<file path="src/rtl/dsc_defs.vh">
// constants for the deserializer strap and pin control block
`ifndef DSC_DEFS_VH
`define DSC_DEFS_VH
`define DSC_EQ_CODE_W 4
`define DSC_EQ_CODE_STRONG 4'h9
`define DSC_EQ_CODE_WEAK 4'h4
`define DSC_BUS_W 29
`define DSC_NARROW_W 21
`define DSC_STRAP_N 8
`define DSC_S_OE_N 0
`define DSC_S_BWS 1
`define DSC_S_IRQ 2
`define DSC_S_CDIR 3
`define DSC_S_EDGE 4
`define DSC_S_EQ 5
`define DSC_S_MODE 6
`define DSC_S_POWER_DOWN_N 7
`endif

</file>
<file path="src/rtl/dsc_strap_config.v">
// strap capture, output gating, interrupt toggle and general pin control
`timescale 1ns/1ps
// Overview of operation
// - a low output-enable strap drives clock, audio and data outputs, high sets them to high impedance.
// - the bus-width strap selects 21-bit output when low and 29-bit output when high.
// - every transition of the interrupt input held for at least two clock cycles toggles the interrupt level sent to the serializer.
// - the control-direction strap puts the controller on the serializer side when low, local side when high.
// - the general pins stay released during power-up and while power-down is held low.
// - the edge strap selects rising output-clock edge when low and falling edge when high.
// - the equalizer strap is captured at power-up and each power-down release, low gives 1001, high gives 0100.
// - with direction high the mode strap selects base mode when low and bypass mode when high.
// - with direction low the mode strap selects the autostart behaviour instead.
`include "dsc_defs.vh"
module dsc_strap_config #(
	parameter BUS_W = `DSC_BUS_W
) (
	input wire clock_in,
	input wire rst_in,
	input wire out_enable_n_in,
	input wire bus_width_select_in,
	input wire irq_in,
	input wire ctrl_direction_select_in,
	input wire clock_edge_select_in,
	input wire equalizer_boost_select_in,
	input wire link_mode_select_in,
	input wire power_down_n_in,
	input wire [BUS_W-1:0] data_in,
	input wire general_pin_zero_drive_low_in,
	input wire general_pin_one_drive_low_in,
	output reg [BUS_W-1:0] data_out,
	output reg data_oe_out,
	output reg audio_oe_out,
	output reg parallel_clock_oe_out,
	output reg bus_wide_out,
	output reg clock_falling_edge_out,
	output reg ctrl_local_out,
	output reg ctrl_bypass_out,
	output reg autostart_select_out,
	output reg irq_toggle_out,
	output reg [`DSC_EQ_CODE_W-1:0] equalizer_tuning_code_out,
	output reg general_pin_zero_out,
	output reg general_pin_zero_oe_out,
	output reg general_pin_one_out,
	output reg general_pin_one_oe_out
);

	wire [`DSC_STRAP_N-1:0] raw_w;
	reg [`DSC_STRAP_N-1:0] s1_q;
	reg [`DSC_STRAP_N-1:0] s2_q;
	reg [`DSC_STRAP_N-1:0] s3_q;
	reg [`DSC_STRAP_N-1:0] st_q;
	reg pwr_up_q;
	reg power_down_n_prev_q;
	wire [BUS_W-1:0] narrow_mask_w;
	wire oe_n_w;
	wire wide_w;
	wire cdir_w;
	wire edge_w;
	wire eq_w;
	wire mode_w;
	wire power_down_n_n_w;
	wire irq_accept_w;
	wire eq_capture_w;
	wire pins_allowed_w;
	wire [`DSC_EQ_CODE_W-1:0] eq_code_w;

	assign raw_w = {power_down_n_in, link_mode_select_in, equalizer_boost_select_in, clock_edge_select_in,
		ctrl_direction_select_in, irq_in, bus_width_select_in, out_enable_n_in};

	// accepted strap levels
	assign oe_n_w = st_q[`DSC_S_OE_N];
	assign wide_w = st_q[`DSC_S_BWS];
	assign cdir_w = st_q[`DSC_S_CDIR];
	assign edge_w = st_q[`DSC_S_EDGE];
	assign eq_w = st_q[`DSC_S_EQ];
	assign mode_w = st_q[`DSC_S_MODE];
	assign power_down_n_n_w = st_q[`DSC_S_POWER_DOWN_N];

	// new irq level accepted this edge
	assign irq_accept_w = (s2_q[`DSC_S_IRQ] == s3_q[`DSC_S_IRQ]) && (s3_q[`DSC_S_IRQ] != st_q[`DSC_S_IRQ]);

	assign eq_capture_w = pwr_up_q | (power_down_n_n_w & ~power_down_n_prev_q);
	assign eq_code_w = eq_w ? `DSC_EQ_CODE_WEAK : `DSC_EQ_CODE_STRONG;

	// pins may pull only when powered
	assign pins_allowed_w = ~pwr_up_q & power_down_n_n_w;

	always @(posedge clock_in) begin
		s1_q <= raw_w;
		s2_q <= s1_q;
		s3_q <= s2_q;
	end

	genvar i;
	generate
		for (i = 0; i < `DSC_STRAP_N; i = i + 1) begin : g_strap
			always @(posedge clock_in) begin
				if (rst_in) begin
					st_q[i] <= (i == `DSC_S_OE_N);
				end else if (s2_q[i] == s3_q[i]) begin
					st_q[i] <= s3_q[i];
				end
			end
		end
	endgenerate

	// bits below 21 pass in both widths
	generate
		for (i = 0; i < BUS_W; i = i + 1) begin : g_mask
			assign narrow_mask_w[i] = (i < `DSC_NARROW_W);
		end
	endgenerate

	// power-up marker, one cycle after reset
	always @(posedge clock_in) begin
		if (rst_in) begin
			pwr_up_q <= 1'b1;
		end else begin
			pwr_up_q <= 1'b0;
		end
	end

	always @(posedge clock_in) begin
		if (rst_in) begin
			power_down_n_prev_q <= 1'b0;
		end else begin
			power_down_n_prev_q <= power_down_n_n_w;
		end
	end

	always @(posedge clock_in) begin
		if (rst_in) begin
			data_oe_out <= 1'b0;
		end else begin
			data_oe_out <= ~oe_n_w;
		end
	end

	always @(posedge clock_in) begin
		if (rst_in) begin
			audio_oe_out <= 1'b0;
		end else begin
			audio_oe_out <= ~oe_n_w;
		end
	end

	always @(posedge clock_in) begin
		if (rst_in) begin
			parallel_clock_oe_out <= 1'b0;
		end else begin
			parallel_clock_oe_out <= ~oe_n_w;
		end
	end

	always @(posedge clock_in) begin
		if (rst_in) begin
			bus_wide_out <= 1'b0;
		end else begin
			bus_wide_out <= wide_w;
		end
	end

	always @(posedge clock_in) begin
		if (rst_in) begin
			data_out <= {BUS_W{1'b0}};
		end else if (wide_w) begin
			data_out <= data_in;
		end else begin
			data_out <= data_in & narrow_mask_w;
		end
	end

	always @(posedge clock_in) begin
		if (rst_in) begin
			clock_falling_edge_out <= 1'b0;
		end else begin
			clock_falling_edge_out <= edge_w;
		end
	end

	always @(posedge clock_in) begin
		if (rst_in) begin
			ctrl_local_out <= 1'b0;
		end else begin
			ctrl_local_out <= cdir_w;
		end
	end

	always @(posedge clock_in) begin
		if (rst_in) begin
			ctrl_bypass_out <= 1'b0;
		end else begin
			ctrl_bypass_out <= cdir_w & mode_w;
		end
	end

	always @(posedge clock_in) begin
		if (rst_in) begin
			autostart_select_out <= 1'b0;
		end else begin
			autostart_select_out <= ~cdir_w & mode_w;
		end
	end

	always @(posedge clock_in) begin
		if (rst_in) begin
			irq_toggle_out <= 1'b0;
		end else if (irq_accept_w) begin
			irq_toggle_out <= ~irq_toggle_out;
		end
	end

	always @(posedge clock_in) begin
		if (rst_in) begin
			equalizer_tuning_code_out <= `DSC_EQ_CODE_STRONG;
		end else if (eq_capture_w) begin
			equalizer_tuning_code_out <= eq_code_w;
		end
	end

	always @(posedge clock_in) begin
		if (rst_in) begin
			general_pin_zero_out <= 1'b0;
		end else begin
			general_pin_zero_out <= 1'b0;
		end
	end

	always @(posedge clock_in) begin
		if (rst_in) begin
			general_pin_zero_oe_out <= 1'b0;
		end else begin
			general_pin_zero_oe_out <= pins_allowed_w & general_pin_zero_drive_low_in;
		end
	end

	always @(posedge clock_in) begin
		if (rst_in) begin
			general_pin_one_out <= 1'b0;
		end else begin
			general_pin_one_out <= 1'b0;
		end
	end

	always @(posedge clock_in) begin
		if (rst_in) begin
			general_pin_one_oe_out <= 1'b0;
		end else begin
			general_pin_one_oe_out <= pins_allowed_w & general_pin_one_drive_low_in;
		end
	end

endmodule // dsc_strap_config

</file>
<file path="config.mk">
export PLATFORM = sky130hd
export DESIGN_NAME = dsc_strap_config
export DESIGN_NICKNAME = d
export VERILOG_FILES = /design/src/rtl/dsc_strap_config.v
export VERILOG_INCLUDE_DIRS = /design/src /design/src/rtl
export SDC_FILE = /design/constraint.sdc
export NUM_CORES = 1
export LEC_CHECK = 0
export BUFFER_PORTS_ARGS = -buffer_cell sky130_fd_sc_hd__buf_4
export CAP_MARGIN = 20
export CELL_PAD_IN_SITES_DETAIL_PLACEMENT = 2
export CELL_PAD_IN_SITES_GLOBAL_PLACEMENT = 2
export CORE_MARGIN = 3
export CORE_UTILIZATION = 25
export DETAILED_ROUTE_END_ITERATION = 10
export MAX_ROUTING_LAYER = met4
export PLACE_DENSITY_LB_ADDON = 0.1
export SYNTH_ARGS = -nofsm -noshare
export SYNTH_HDL_FRONTEND = slang
export SYNTH_SLANG_ARGS = --single-unit
</file>
<file path="constraint.sdc">
create_clock -name clock_in -period 1 [get_ports clock_in]
set_input_delay 0.2 -clock clock_in [delete_from_list [all_inputs] [get_ports clock_in]]
set_output_delay 0.2 -clock clock_in [all_outputs]
set_load 0.01 [all_outputs]
</file>
Word level (Yosys, flattened, before mapping)

Index checks and enable logic that the tools add are counted.
W data, S select, Z words.

Bits in registers: 76
Bits of input ports: 41
Output and inout port bits: 46
Logic and storage cells: 51

Equality and inequality tests: 9
Mux-type cells: 2
Bitwise operators: 13
Reduce and logical (&&, ||, !) cells: 2

Operators by type and width:

| cell                | number |
|---|---|
| $eq A1 B1 Y1        | 8 |
| $and A1 B1 Y1       | 6 |
| $not A1 Y1          | 6 |
| $mux W4             | 1 |
| $reduce_or A2 Y1    | 1 |
| $logic_and A1 B1 Y1 | 1 |
| $mux W1             | 1 |
| $ne A1 B1 Y1        | 1 |
| $or A1 B1 Y1        | 1 |

Longest topological paths before layout

Gate-level depths: netlist of the first run.

Word-level depth: 3
Gate-level depth with buffers: 3
Depth with buffers taken out: 3

Worst setup path after synthesis of the first run

Ideal clock, no wire load.

Path kind: register -> register
Start: register st_q[7], in the netlist power_down_n_n_w
End: register equalizer_tuning_code_out[0]
Library setup time: 0.114 ns
Arrival time: 0.880 ns
Data required time: 0.886 ns
Setup slack: 0.007 ns
Cell stages (with the launch flop): 4
Buffers on the path: 0
Period minus slack after synthesis: 0.993 ns
Cell sequence: dfxtp_1 -> nor2b_4 -> or3_1 -> a21o_1

Word-level cells in the longest chain between the ends: 2

RTL lines:

| item                              | RTL line               | RTL |
|---|---|---|
| from (decl)                       | dsc_strap_config.v:51  | `` reg [`DSC_STRAP_N-1:0] st_q; `` |
| from (signal, indexed assignment) | dsc_strap_config.v:99  | `` st_q[i] <= (i == `DSC_S_OE_N); `` |
| from (signal, indexed assignment) | dsc_strap_config.v:101 | `st_q[i] <= s3_q[i];` |
| $and A1 B1 Y1                     | dsc_strap_config.v:82  | `assign eq_capture_w = pwr_up_q \| (power_down_n_n_w & ~power_down_n_prev_q);` |
| $or A1 B1 Y1                      | dsc_strap_config.v:82  |  |
| to (signal assigned)              | dsc_strap_config.v:215 | `` equalizer_tuning_code_out <= `DSC_EQ_CODE_STRONG; `` |
| to (signal assigned)              | dsc_strap_config.v:217 | `equalizer_tuning_code_out <= eq_code_w;` |
| to (decl)                         | dsc_strap_config.v:40  | `` output reg [`DSC_EQ_CODE_W-1:0] equalizer_tuning_code_out, `` |

No other way between the ends.
A chain may end at the register's enable or synchronous reset.

Final worst setup path of the first run

Same ends and word-level chain as after synthesis.

==> results of run 1 <==
[where the power goes]
group          internal (mW)  total, mW  switching (mW)  leakage, nW
Combinational          0.337      0.506           0.169        0.727
Sequential              3.11       3.18          0.0736        0.628
Clock                   1.80       2.86            1.06        0.123
Total                   5.24       6.54            1.30         1.48
[cell families after synthesis]
logic type / Yosys count / synth area share [%]
AOI/OAI and AO/OA: 20 / 5.25
other: 1 / 0.187
and+or+nand+nor: 53 / 17.1
DFF: 74 / 74.0
buffers and inverters: 11 / 3.44
[area by class of cell]
cell class | instances | area (um^2) | share of cell area, %
timing repair buffer | 98 | 918 | 27.8
clock inverter | 4 | 97.6 | 2.95
sequential | 74 | 1530 | 46.3
multi-input combinational | 76 | 474 | 14.4
tap | 102 | 128 | 3.86
clock buffer | 12 | 155 | 4.70
[worst max-delay path: cells and delay by family, from the launching register on]
kind / cells / cell delay (ps)
AOI/OAI and AO/OA: 1 / 150
DFF: 1 / 320
and+or+nand+nor: 2 / 420
[timing repair]
| action | in CTS | in global routing |
|---|---|---|
| hold endpoints to repair | 8 | 0 |
| setup endpoints to repair | 26 | 46 |
| gates resized for setup | 34 | 50 |
| setup buffers | 1 | 0 |
| hold buffers | 8 | 0 |
| pin swaps | 1 | 0 |
[placed cells by master, fill, tap and decap left out, types with 9 or more instances in the layout]
cell      Yosys  layout
buf_4         7      49
dfxtp_2       0      40
buf_6         0      40
dfxtp_1      74      34
nor2b_1      14      14
and2b_1      11      11
clkbuf_8      0      11
and2_1        9       9
a21oi_1       9       9
[final timing paths]
kind,from,end,slack (ps)
hold reg to reg,s1_q[3],s2_q[3],330
setup / recovery,power_down_n_n_w,equalizer_tuning_code_out[0],3
hold / removal,rst_in,pwr_up_q,50
setup reg to reg,power_down_n_n_w,equalizer_tuning_code_out[0],3
[flip-flops by register name, summed over array words and instances, names as in the netlist, 2 cells and up]
name	count
s1_q	8
s3_q	8
data_out	29
s2_q	8
equalizer_tuning_code_out	2
[routing by layer]
layer | vias up | GRT usage, %
li1 | 696 | -
met1 | 687 | 11.1
met2 | 61 | 17.4
met3 | 5 | 6.87
met4 | 0 | 4.62
met5 | - | -
[metrics by stage]
step / utilization [%] / cells
6_report: 42.5 / 366
5_1_grt: 42.5 / 366
4_1_cts: 41.0 / 366
3_5_place_dp: 35.4 / 341
3_3_place_gp: 35.4 / 341
2_1_floorplan: - / 161
==> impl_metrics.env, run 1 <==
export IMPL_status="finished, final reports clean"
export IMPL_drc=0
export IMPL_synth_most_common_cell="dfxtp_1"
export IMPL_drive_gt1_share_pct=56.4
export IMPL_skew_ps=6.20
export IMPL_clk_latency_ps=330
export IMPL_core_area_um2=7770
export IMPL_synthFlopType="dfxtp_1"
export IMPL_cp_end_kind="flip-flop"
export IMPL_ys_types=21
export IMPL_cp_max_fo=3
export IMPL_synth_seq_cells=74
export IMPL_synthArstFlopShare_pct=0
export IMPL_critPathMaxStageDelay_ps=320
export IMPL_start_kind="flip-flop"
export IMPL_cts_tree="built"
export IMPL_gr_total_overflow=0
export IMPL_period_needed_ps=997
export IMPL_first_iter_violations=16
export IMPL_synth_common_cells="dfxtp_1, nor2b_1, and2b_1"
export IMPL_portBuffers=83
export IMPL_cts_clk_slew_worst_paths_ps=70
export IMPL_pre_cts_slack_ps=-5.35
export IMPL_gp_congestion=0.663
export IMPL_wl_per_cell_um=12.7
export IMPL_final_area_um2=3300
export IMPL_ioPinCount=87
export IMPL_arrival_ps=1230
export IMPL_power_leakage_nw=1.48
export IMPL_start_util_pct=25.8
export IMPL_synth_area_um2=2000
export IMPL_yosys_top_cells_area="dfxtp_1, nor2b_1, and2b_1"
export IMPL_htreeDepth=3
export IMPL_die_w_um=95.5
export IMPL_numCtsBuffers=9
export IMPL_first_pass_iters=3
export IMPL_grt_max_degree=19
export IMPL_total_power_mw=6.54
export IMPL_setup_violations=0
export IMPL_final_nets=300
export IMPL_holdPathStages=1
export IMPL_holdWs_ps=48.5
export IMPL_final_antenna_net_count=0
export IMPL_clock_sinks=74
export IMPL_synth_top_area_share_pct=74.0
export IMPL_dp_hpwl_mm=3.16
export IMPL_postPlaceCellArea_um2=2750
export IMPL_wl_met2_mm=2.42
export IMPL_slowest_stage="dfxtp_2"
export IMPL_drt_vias_per_instance=3.96
export IMPL_synth_edf_count=0
export IMPL_vdd_drop_max_uv=578
export IMPL_crit_chain="nor2b_4, or3_1, a21o_1"
export IMPL_antenna_found_initial=0
export IMPL_ys_seq_area_share_pct=74.0
export IMPL_core_rowCount=32
export IMPL_crit_required_ps=1230
export IMPL_synth_top_area_cell="dfxtp_1"
export IMPL_wl_met3_um=470
export IMPL_diodes=0
export IMPL_synth_area_per_cell_um2=12.6
export IMPL_nFillCells=807
export IMPL_slew_viol_final=0
export IMPL_report_final_hold_viol_count=0
export IMPL_die_y_um=95.5
export IMPL_cts_root_buffer="clkbuf_8"
export IMPL_grt_pass1_vias=1483
export IMPL_finalSetupTns_ps=0
export IMPL_syn_inst=159
export IMPL_power_density_nw_per_um2=1980
export IMPL_clock_fmax_ghz=1.00
export IMPL_fin_crit_sh_pct=99.7
export IMPL_vias=1449
export IMPL_clockBufferDepth=2
export IMPL_maxCapViolCount=0
export IMPL_met1_length_mm=1.71
export IMPL_yosysWarningCount=0
export IMPL_die_area_um2=9120
export IMPL_rsz0062_at_grt="true"
export IMPL_worst_hold_path_type="in2reg"
export IMPL_layout_setup_ws_ps=3.03
export IMPL_grt_pass1_wl_mm=7.18
export IMPL_area_delta_synth_final_pct=65.1
export IMPL_postRouteWirelength_mm=4.66
export IMPL_top_layer_used="met4"
export IMPL_grt_total_usage_pct=11.1
export IMPL_worstSetupPathType="reg2reg"
export IMPL_r2r_worst_path_cells=3
No activity file was read; power rests on OpenSTA's default activity.
==> inputs of run 2 (changes only) <==
--- a/config.mk
+++ b/config.mk
@@ -11,10 +11,11 @@
 export CELL_PAD_IN_SITES_DETAIL_PLACEMENT = 2
 export CELL_PAD_IN_SITES_GLOBAL_PLACEMENT = 2
 export CORE_MARGIN = 3
-export CORE_UTILIZATION = 25
+export CORE_UTILIZATION = 28
 export DETAILED_ROUTE_END_ITERATION = 10
 export MAX_ROUTING_LAYER = met4
 export PLACE_DENSITY_LB_ADDON = 0.1
+export RECOVER_POWER = 50
 export SYNTH_ARGS = -nofsm -noshare
 export SYNTH_HDL_FRONTEND = slang
 export SYNTH_SLANG_ARGS = --single-unit
==> constraint.sdc (replaced) <==
create_clock -name clock_in -period 1.1 [get_ports clock_in]
set_input_delay 0.22 -clock clock_in [delete_from_list [all_inputs] [get_ports clock_in]]
set_output_delay 0.22 -clock clock_in [all_outputs]
set_load 0.01 [all_outputs]
==> run 2 against run 1 <==
  * Register-to-register slack gained 60 ps
  * Combinational power shrank 23%
  * Sequential share of layout area grew 2.5 points
  * Clock power shrank 12%
  * Die area shrank 10%
  * Critical endpoint unchanged
  * Largest power group unchanged
==> impl_metrics.env, run 2 (same netlist as run 1, synthesis figures left out) <==
export IMPL_status="finished, final reports clean"
export IMPL_vias=1441
export IMPL_critPathMaxStageDelay_ps=330
export IMPL_first_iter_violations=15
export IMPL_drc=0
export IMPL_arrival_ps=1280
export IMPL_final_cell_mix="buf_4, dfxtp_1, nor2b_1, and2b_1, clkbuf_8"
export IMPL_maxCapViolCount=0
export IMPL_clockBufferDepth=2
export IMPL_grt_pass1_vias=1577
export IMPL_drt_vias_per_instance=4.04
export IMPL_vdd_drop_max_uv=675
export IMPL_postRouteWirelength_mm=4.36
export IMPL_clock_fmax_ghz=0.960
export IMPL_layout_setup_ws_ps=58.3
export IMPL_clockPowerShare_pct=43.5
export IMPL_fin_crit_sh_pct=94.7
export IMPL_clk_latency_ps=340
export IMPL_pre_cts_slack_ps=69.8
export IMPL_nFillCells=754
export IMPL_final_nets=298
export IMPL_setup_violations=0
export IMPL_die_area_um2=8200
export IMPL_largest_reg_flops=29
export IMPL_antenna_found_initial=0
export IMPL_swShare_pct=20.2
export IMPL_first_pass_iters=2
export IMPL_power_leakage_nw=1.39
export IMPL_grt_pass1_wl_mm=7.29
export IMPL_slowest_stage="dfxtp_1"
export IMPL_gr_total_overflow=0
export IMPL_r2r_worst_path_cells=3
export IMPL_p_switching_mw=1.16
export IMPL_worst_hold_path_type="in2reg"
export IMPL_drive_gt1_share_pct=40.6
export IMPL_portBuffers=83
export IMPL_p_int_mw=4.61
export IMPL_regMostFlops="data_out"
export IMPL_layout_commonest_cell="buf_4"
export IMPL_crit_required_ps=1340
export IMPL_worstSetupPathType="reg2reg"
export IMPL_cp_max_fo=4
export IMPL_start_util_pct=29.1
export IMPL_ioPinCount=87
export IMPL_cts_clk_slew_worst_paths_ps=80
export IMPL_die_w_um=90.6
export IMPL_core_area_um2=6870
export IMPL_regArea_um2=1490
export IMPL_finalSetupTns_ps=0
export IMPL_rsz0062_at_grt="false"
export IMPL_htreeDepth=3
export IMPL_skew_ps=5.42
export IMPL_grt_total_usage_pct=12.1
export IMPL_die_y_um=90.6
export IMPL_power_frac_seq_pct=49.7
export IMPL_dp_hpwl_mm=3.18
export IMPL_report_final_hold_viol_count=0
export IMPL_core_rowCount=30
export IMPL_start_kind="flip-flop"
export IMPL_cp_end_kind="flip-flop"
export IMPL_cts_root_buffer="clkbuf_8"
export IMPL_stdcell_count=357
export IMPL_power_density_nw_per_um2=1900
export IMPL_multi_input_comb_area_um2=473
export IMPL_dp_cells=334
export IMPL_numCtsBuffers=9
export IMPL_slew_viol_final=0
export IMPL_grt_max_degree=23
export IMPL_holdPathStages=2
export IMPL_final_antenna_net_count=0
export IMPL_wl_per_cell_um=12.2
export IMPL_period_needed_ps=1040
export IMPL_area_delta_synth_final_pct=51.9
export IMPL_comb_power_share_pct=6.8
export IMPL_r2r_slack_ps=60
export IMPL_clock_sinks=74
export IMPL_gp_congestion=0.637
export IMPL_cts_tree="built"
export IMPL_crit_chain="nor2b_4, or3_1, a21o_1"
export IMPL_diodes=0
-- run 2: cell types whose count changed in the layout (fill, tap and decap cells not counted), sizes merged --
cell    before  now
buf         90   75
clkinv       0    1
clkbuf      12   23
-- run 2: final timing paths --
| kind | end | startpoint |
|---|---|---|
| worst min-delay path | data_out[28] | data_in[28] |
| worst max register to register | equalizer_tuning_code_out[0] | power_down_n_n_w |
| worst max-delay path | equalizer_tuning_code_out[0] | power_down_n_n_w |
| worst min register to register | s2_q[4] | s1_q[4] |
-- run 2: per-layer routing --
| metal | share of wire, % | vias to the layer above | track usage [%] |
|---|---|---|---|
| met5 | 0 | - | - |
| met4 | 1.5 | 0 | 6.12 |
| met3 | 9.7 | 6 | 7.08 |
| met2 | 50 | 61 | 18.5 |
| met1 | 39 | 683 | 12.4 |
| li1 | - | 691 | - |
-- run 2: power groups by stage --
stage / combinational (mW) / sequential [mW] / clock, mW
after floorplan: 0.120 / 2.95 / 0
after global placement: 0.375 / 2.93 / 0
after detailed placement: 0.383 / 2.93 / 0
after CTS: 0.407 / 2.87 / 2.60
after global routing: 0.435 / 2.89 / 2.75
final: 0.392 / 2.87 / 2.51
-- run 2: timing repair --
item	in CTS	in global routing
hold buffers	8	0
setup endpoints to repair	0	8
buffers inserted	0	0
hold endpoints to repair	8	0
resized for setup	0	6
-- run 2: critical path: cells and delay by family, from the launching register on --
kind               cells  cell delay, ps
AOI/OAI and AO/OA      1             180
DFF                    1             330
and+or+nand+nor        2             430
-- run 2: final cells by class --
cell class,instances,share of cell area (%)
repair buffers,96,23.8
clock inverters,5,3.37
clock buffers,10,4.52
well taps,96,3.95
multi-input cells,76,15.5
flip-flops and latches,74,48.8
-- run 2: through the flow --
step | area (um^2) | power (mW) | util, % | hold WS [ps]
after floorplan | 2010 | 3.07 | - | 248
after global routing | 3040 | 6.08 | 44.3 | 43.8
after CTS | 3040 | 5.87 | 44.3 | 48.1
after global placement | 2720 | 3.30 | 39.6 | 312
final | 3040 | 5.78 | 44.3 | 73.1
after detailed placement | 2720 | 3.32 | 39.6 | 315
